**src/include/exception_entry_defines.vh**
```
// constants for the exception entry logic
`ifndef EXCEPTION_ENTRY_DEFINES_VH
`define EXCEPTION_ENTRY_DEFINES_VH
`define REG_STATUS          5'h0c
`define REG_CAUSE           5'h0d
`define REG_RETURN_ADDR     5'h0e
`define REG_FAULT_ADDR      5'h08
`define VEC_RESET           32'hbfc0_0000
`define VEC_USER_TLB_MISS   32'h8000_0000
`define VEC_GENERAL         32'h8000_0080
`define CLASS_RESET         2'h0
`define CLASS_USER_TLB_MISS 2'h1
`define CLASS_GENERAL       2'h2
`define CODE_INTERRUPT      5'h00
`define CODE_ADDR_LOAD      5'h04
`define CODE_ADDR_STORE     5'h05
`define CODE_TLB_LOAD       5'h02
`define CODE_TLB_STORE      5'h03
`define STATUS_RESET        32'h0000_0000
`define CAUSE_RESET         32'h0000_0000
`define CAUSE_CODE_LSB      2
`define CAUSE_SW_LSB        8
`define CAUSE_IP_LSB        10
`define CAUSE_BD_BIT        31
`define STATUS_MASK_LSB     8
`define READ_DELAY_CYCLES   1
`endif

```
**src/core/exception_classifier.v**
```verilog
// sorts an exception code into its class and vector
`timescale 1ns/10ps
`include "exception_entry_defines.vh"
module exception_classifier
(
	input  wire        exc_reset,
	input  wire        exc_user_mode,
	input  wire [4:0]  exc_code,
	output reg  [1:0]  exc_class,
	output reg  [31:0] exc_vector
);
	always @*
	begin
		if (exc_reset)
			exc_class = `CLASS_RESET;
		else if (exc_user_mode &&
			(exc_code == `CODE_TLB_LOAD || exc_code == `CODE_TLB_STORE))
			exc_class = `CLASS_USER_TLB_MISS;
		else
			exc_class = `CLASS_GENERAL;
		case (exc_class)
			`CLASS_RESET:         exc_vector = `VEC_RESET;
			`CLASS_USER_TLB_MISS: exc_vector = `VEC_USER_TLB_MISS;
			default:              exc_vector = `VEC_GENERAL;
		endcase
	end
endmodule // exception_classifier

```
**src/core/sysctl_read_port.v**
```verilog
// registered read port for system control coprocessor moves
`timescale 1ns/10ps
`include "exception_entry_defines.vh"
module sysctl_read_port
(
	input  wire        sys_clk,
	input  wire        reset,
	input  wire        rd_en,
	input  wire [4:0]  rd_addr,
	input  wire [31:0] status_value,
	input  wire [31:0] cause_value,
	input  wire [31:0] return_value,
	input  wire [31:0] fault_value,
	output reg  [31:0] rd_data
);
	always @(posedge sys_clk)
	begin
		if (reset)
			rd_data <= 32'h0000_0000;
		else if (rd_en)
		begin
			case (rd_addr)
				`REG_STATUS:      rd_data <= status_value;
				`REG_CAUSE:       rd_data <= cause_value;
				`REG_RETURN_ADDR: rd_data <= return_value;
				`REG_FAULT_ADDR:  rd_data <= fault_value;
				default:          rd_data <= 32'h0000_0000;
			endcase
		end
		else
			rd_data <= 32'h0000_0000;
	end
endmodule // sysctl_read_port

```
**src/core/exception_entry_logic.v**
```verilog
// exception entry logic: status stack, cause, return address, vectors
// Function
// - on exception stop task, enter kernel, disable interrupts, fetch from vector
// - exception entry saves the resume address into the return address register
// - exceptions are classed reset, user tlb miss or general; class picks vector
// - cause, return address, status and faulting address registers are readable
// - address error leaves the offending virtual address in the faulting register
// - a coprocessor read completes one clock after the move
// - cause register holds the code telling why the handler was entered
// - interrupts stay disabled after entry until software re-enables them
// - general class goes to 0x8000_0080; unmasked interrupt records interrupt code
// - entry pushes previous to old, current to previous, clears current bits
// - exception return pops old to previous and previous to current
//
// Chosen here: the placing of the registers and strobed register access.
`timescale 1ns/10ps
`include "exception_entry_defines.vh"
module exception_entry_logic
(
	input  wire        sys_clk,
	input  wire        reset,
	input  wire        exc_valid,
	input  wire [4:0]  exc_code,
	input  wire [31:0] exc_pc,
	input  wire        exc_in_delay_slot,
	input  wire [31:0] exc_bad_vaddr,
	input  wire [5:0]  irq_lines,
	input  wire        rfe_valid,
	input  wire        wr_en,
	input  wire [4:0]  wr_addr,
	input  wire [31:0] wr_data,
	input  wire        rd_en,
	input  wire [4:0]  rd_addr,
	output wire [31:0] rd_data,
	output reg         flush,
	output reg         redirect_valid,
	output reg  [31:0] redirect_pc,
	output wire        irq_pending,
	output wire        kernel_mode,
	output wire [31:0] status_out
);
	reg  [31:0] status_reg;
	reg  [31:0] status_next;
	reg  [31:0] cause_reg;
	reg  [31:0] cause_next;
	reg  [31:0] return_addr_reg;
	reg  [31:0] faulting_address_reg;
	reg         reset_seen_reg;
	wire [1:0]  exc_class;
	wire [31:0] exc_vector;
	wire        irq_taken;
	wire        take;
	wire [4:0]  take_code;
	wire [7:0]  pending;

	function is_addr_error;
		input [4:0] code;
		begin
			is_addr_error = (code == `CODE_ADDR_LOAD) || (code == `CODE_ADDR_STORE);
		end
	endfunction

	// status low bits: 0 irq cur, 1 kernel cur, 2/3 previous, 4/5 old
	wire irq_enable_current   = status_reg[0];
	wire kernel_flag_current  = status_reg[1];
	wire irq_enable_previous  = status_reg[2];
	wire kernel_flag_previous = status_reg[3];

	assign pending     = {irq_lines, cause_reg[`CAUSE_SW_LSB+1:`CAUSE_SW_LSB]};
	assign irq_pending = |(pending & status_reg[`STATUS_MASK_LSB+7:`STATUS_MASK_LSB]);
	assign irq_taken   = irq_pending && irq_enable_current && !exc_valid;
	assign take        = exc_valid || irq_taken;
	assign take_code   = exc_valid ? exc_code : `CODE_INTERRUPT;
	// kernel bit set means user here; cleared bit on entry is kernel in the
	// documented sense, so the user flag is the stored bit
	assign kernel_mode = !kernel_flag_current;
	assign status_out  = status_reg;

	exception_classifier classifier
	(
		.exc_reset     (!reset_seen_reg),
		.exc_user_mode (kernel_flag_current),
		.exc_code      (take_code),
		.exc_class     (exc_class),
		.exc_vector    (exc_vector)
	);

	always @*
	begin
		status_next = status_reg;
		if (take)
			status_next[5:0] = {kernel_flag_previous, irq_enable_previous,
				kernel_flag_current, irq_enable_current, 2'b00};
		else if (rfe_valid)
			status_next[3:0] = status_reg[5:2];
		else if (wr_en && wr_addr == `REG_STATUS)
			status_next = wr_data;
	end

	always @*
	begin
		cause_next = cause_reg;
		if (wr_en && wr_addr == `REG_CAUSE)
			cause_next[`CAUSE_SW_LSB+1:`CAUSE_SW_LSB] =
				wr_data[`CAUSE_SW_LSB+1:`CAUSE_SW_LSB];
		cause_next[`CAUSE_IP_LSB+5:`CAUSE_IP_LSB] = irq_lines;
		if (take)
		begin
			cause_next[`CAUSE_CODE_LSB+4:`CAUSE_CODE_LSB] = take_code;
			cause_next[`CAUSE_BD_BIT] = exc_valid && exc_in_delay_slot;
		end
	end

	always @(posedge sys_clk)
	begin
		if (reset)
		begin
			status_reg           <= `STATUS_RESET;
			cause_reg            <= `CAUSE_RESET;
			return_addr_reg      <= 32'h0000_0000;
			faulting_address_reg <= 32'h0000_0000;
			reset_seen_reg       <= 1'b0;
			flush                <= 1'b0;
			redirect_valid       <= 1'b0;
			redirect_pc          <= 32'h0000_0000;
		end
		else
		begin
			reset_seen_reg <= 1'b1;
			status_reg     <= status_next;
			cause_reg      <= cause_next;
			flush          <= take;
			redirect_valid <= take || !reset_seen_reg;
			if (take || !reset_seen_reg)
				redirect_pc <= exc_vector;
			if (take)
				return_addr_reg <= (exc_valid && exc_in_delay_slot) ?
					exc_pc - 32'h0000_0004 : exc_pc;
			if (exc_valid && is_addr_error(exc_code))
				faulting_address_reg <= exc_bad_vaddr;
			else if (wr_en && wr_addr == `REG_FAULT_ADDR)
				faulting_address_reg <= wr_data;
		end
	end

	sysctl_read_port read_port
	(
		.sys_clk      (sys_clk),
		.reset        (reset),
		.rd_en        (rd_en),
		.rd_addr      (rd_addr),
		.status_value (status_reg),
		.cause_value  (cause_reg),
		.return_value (return_addr_reg),
		.fault_value  (faulting_address_reg),
		.rd_data      (rd_data)
	);
endmodule // exception_entry_logic

```
**config.mk**
```make
export PLATFORM = sky130hd
export DESIGN_NAME = exception_entry_logic
export DESIGN_NICKNAME = d
export VERILOG_FILES = /design/src/core/exception_classifier.v /design/src/core/sysctl_read_port.v /design/src/core/exception_entry_logic.v
export VERILOG_INCLUDE_DIRS = /design/src /design/src/include
export SDC_FILE = /design/constraint.sdc
export NUM_CORES = 1
export LEC_CHECK = 0
export BUFFER_PORTS_ARGS = -buffer_cell sky130_fd_sc_hd__buf_2
export CORE_MARGIN = 1.5
export CORE_UTILIZATION = 46
export DETAILED_ROUTE_END_ITERATION = 10
export PLACE_DENSITY = 0.82
export SYNTH_ARGS = -nofsm -noshare
export SYNTH_HDL_FRONTEND = slang
export SYNTH_SLANG_ARGS = --single-unit
```
**constraint.sdc**
```tcl
create_clock -name sys_clk -period 2.4 [get_ports sys_clk]
set_clock_uncertainty 0.15 [all_clocks]
set_input_delay 0.48 -clock sys_clk [delete_from_list [all_inputs] [get_ports sys_clk]]
set_output_delay 0.48 -clock sys_clk [all_outputs]
set_load 0.01 [all_outputs]
```
==> results.ini <==
[status]
status=finished, final reports clean

[finish]
stdcell_count=1154
fraction_of_final_layout_cells_with_drive_strength_greater_than_1_pct=31.7
finalNetCount=1081
fraction_of_the_core_area_covered_by_cells_at_the_end_of_the_flow_pct=60.4
nFillCells=1261
area_delta_synth_final_pct=29.1

[sta]
hold_viol_final=0
min_period_ns=2.39
worstMarginPinSlew_ns=0.707
report.final.setup_viol=0
slew_headroom_pct=52.9
final-max-slew-violation-count=0
grt_setup_unrepaired=true
share_of_the_clock_period_used_by_the_worst_path_after_layout_pct=99.6
fmaxAchievable_ghz=0.419

[drt]
drt_pre_antenna_iters=8
wl_per_cell_microns=19.4
route.detailed.vias_per_inst=6.16
detail_route.iter0.violations=941
wirelength_microns=22400
detail-route-antenna-nets=0
detail_route.drc_violations=0
route.vias.total=7111

[placement]
numPortBuffers=201
globalplace.congestion=0.902
place.detailed.hpwl_microns=15000
placed_cells_incl_taps=1118

[worst_setup_path]
cp-startpoint=exc_pc[18]
crit-reg2reg-launch=cause_reg[9]
endpoint_kind=register
critical_path_peak_fanout=16
cpMaxStageDelayCell=sky130_fd_sc_hd__or4b_4
timing.critical_path.arrival_ns=2.55
crit_required_ns=2.56
timing_worst_setup_path_type=in2reg
cp.buffers_inverters=3
crit_path_cell_trace=buf_2, or4_4, or4b_4, buf_4, buf_4, o31a_1, o311a_1
timing.critical_path.max_delay_family=simple AND/OR/NAND/NOR gates
path_common_cell=sky130_fd_sc_hd__buf_4
cp-start-kind=input pin
critical_path.max_stage_delay_ns=0.61

[global_routing]
grt_remaining_overflow=0
grt_pass1_wl_microns=33600
grt_pass1_vias=6464
grt_use_total_pct=28.7
grt_start_max_net_pins=63
grt_antenna_before_repair=1

[synthesis]
ys_ff_latch=148
synth_top_cells_by_count=sky130_fd_sc_hd__dfxtp_1 (148), sky130_fd_sc_hd__nor2_1 (66), sky130_fd_sc_hd__clkbuf_1 (63)
synthesis.area_per_instance_sq_um=8.94
yosys.cell_count.top_type=sky130_fd_sc_hd__dfxtp_1
yosys-top-cells-area=sky130_fd_sc_hd__dfxtp_1 (44%), sky130_fd_sc_hd__mux2i_1 (5.8%), sky130_fd_sc_hd__a211oi_1 (5.0%)
synth.yosys.warnings=0
ys_seq_area_share_pct=43.9
postSynth.asyncResetShare_pct=0
synth_cell_types=50
mapped_cells=755
mappedNetlistArea_sq_um=6750
synth_top_flop_cell=sky130_fd_sc_hd__dfxtp_1
synth_edf_count=0
post-synth-top-area-fraction_pct=43.9
synth.largest_area_cell=sky130_fd_sc_hd__dfxtp_1

[clock_tree]
htree_num_levels=4
cts_buffers=17
cts_tree=built
worstSkewPairLatency_ns=0.42
cts_sinks=148
cts.reportedPaths.clkPinSlew_ns=0.06
clock_tree.buffer_depth=2
cts.root.buffer_cell=sky130_fd_sc_hd__clkbuf_16
cts_hold_repair.buffers=0

[die]
floorplan.core_area_sq_um=14400
fp.dieArea_sq_um=15400
floorplan.initialDensity_pct=46.8
ios=224
die_w_microns=124
chipHeight_microns=124
cell_row_count=44

[pwr]
power.density_nw_per_um2=651
power.ir.vdd_worst_mv=0.513
power_leakage_nw=3.70

[worst_hold_path]
hold_path.class=in2reg
timing.hold.worst.start=irq_lines[1]

[flow_run]
cap_violations=0

==> metal layers <==
layer / vias up / routed length (microns) / global-route usage [%]
met5: - / 0 / 0
met1: 3358 / 9350 / 38.2
met4: 0 / 502 / 12.4
met3: 49 / 2220 / 6.36
li1: 3245 / - / -
met2: 459 / 10300 / 44.7
==> path summary, 6_finish.rpt <==
check / endpoint / slack, ns / depth (start not counted)
setup / recovery: return_addr_reg[23] / 0.01 / 7
hold / removal: cause_reg[11] / 0.14 / 2
setup reg to reg: status_out[30] / 0.12 / 6
hold reg to reg: cause_reg[3] / 0.32 / 2
==> cell type report <==
| class | count | area [sq um] | area share [%] |
|---|---|---|---|
| Antenna cell | 1 | 2.50 | 0.0287 |
| Clock buffer | 24 | 502 | 5.76 |
| Clock inverter | 8 | 72.6 | 0.833 |
| Inverter | 8 | 30.0 | 0.345 |
| Multi-Input combinational cell | 521 | 3400 | 39.0 |
| Sequential cell | 148 | 2960 | 34.0 |
| Tap cell | 184 | 230 | 2.64 |
| Timing Repair Buffer | 260 | 1510 | 17.4 |
==> what timing repair did <==
action | 4_1_cts | 5_1_grt
gates cloned | 0 | 0
pin swaps | 1 | 2
resized for setup | 1 | 3
setup endpoints to repair | 1 | 6
buffers inserted | 1 | 2
==> power by group <==
part	total (mW)	switching [mW]	internal, mW
logic	0.512	0.296	0.215
clock network	2.57	1.01	1.56
registers	2.59	0.0598	2.53
==> through the flow <==
stage	hold slack, ns	area [sq um]	setup WS (ns)	total power, mW	TNS, ns
floorplan	0.293	6830	-0.173	2.89	-1.40
global placement	0.303	8100	-0.349	3.13	-3.40
detailed placement	0.316	8100	-0.432	3.14	-3.97
CTS	0.129	8680	0.0104	5.68	0
global route	0.132	8710	-0.0193	5.86	-0.0323
finish	0.145	8710	0.0105	5.67	0
==> cells by family (layout without fill, tap and decap cells) <==
family	after synthesis	count (layout)	share of synthesized area, %
mux	39	39	5.78
simple gates	218	218	17.3
xor+xnor	12	12	1.56
compound gates	229	229	23.5
flops	148	148	43.9
other cells	1	23	0.0555
buf+inv	107	300	7.73
fa+ha+maj	1	1	0.185
==> cells in the final DEF, fill, tap and decap left out, drive strengths merged, types with 4 or more instances in the layout <==
master and instances:
buf 260, dfxtp 148, nor2 66, a21oi 57
a211oi 45, mux2i 39, o21ai 34, nor3 33
nand4 32, a22oi 28, clkbuf 24, conb 22
a222oi 18, nand3 17, or4 16, a311oi 15
nand2 12, o31ai 11, or3 10, nor4 9
inv 8, xnor2 7, nor2b 7, clkinv 7
xor2 5, o41ai 5, a22o 4
(Power assumes the default switching activity.)
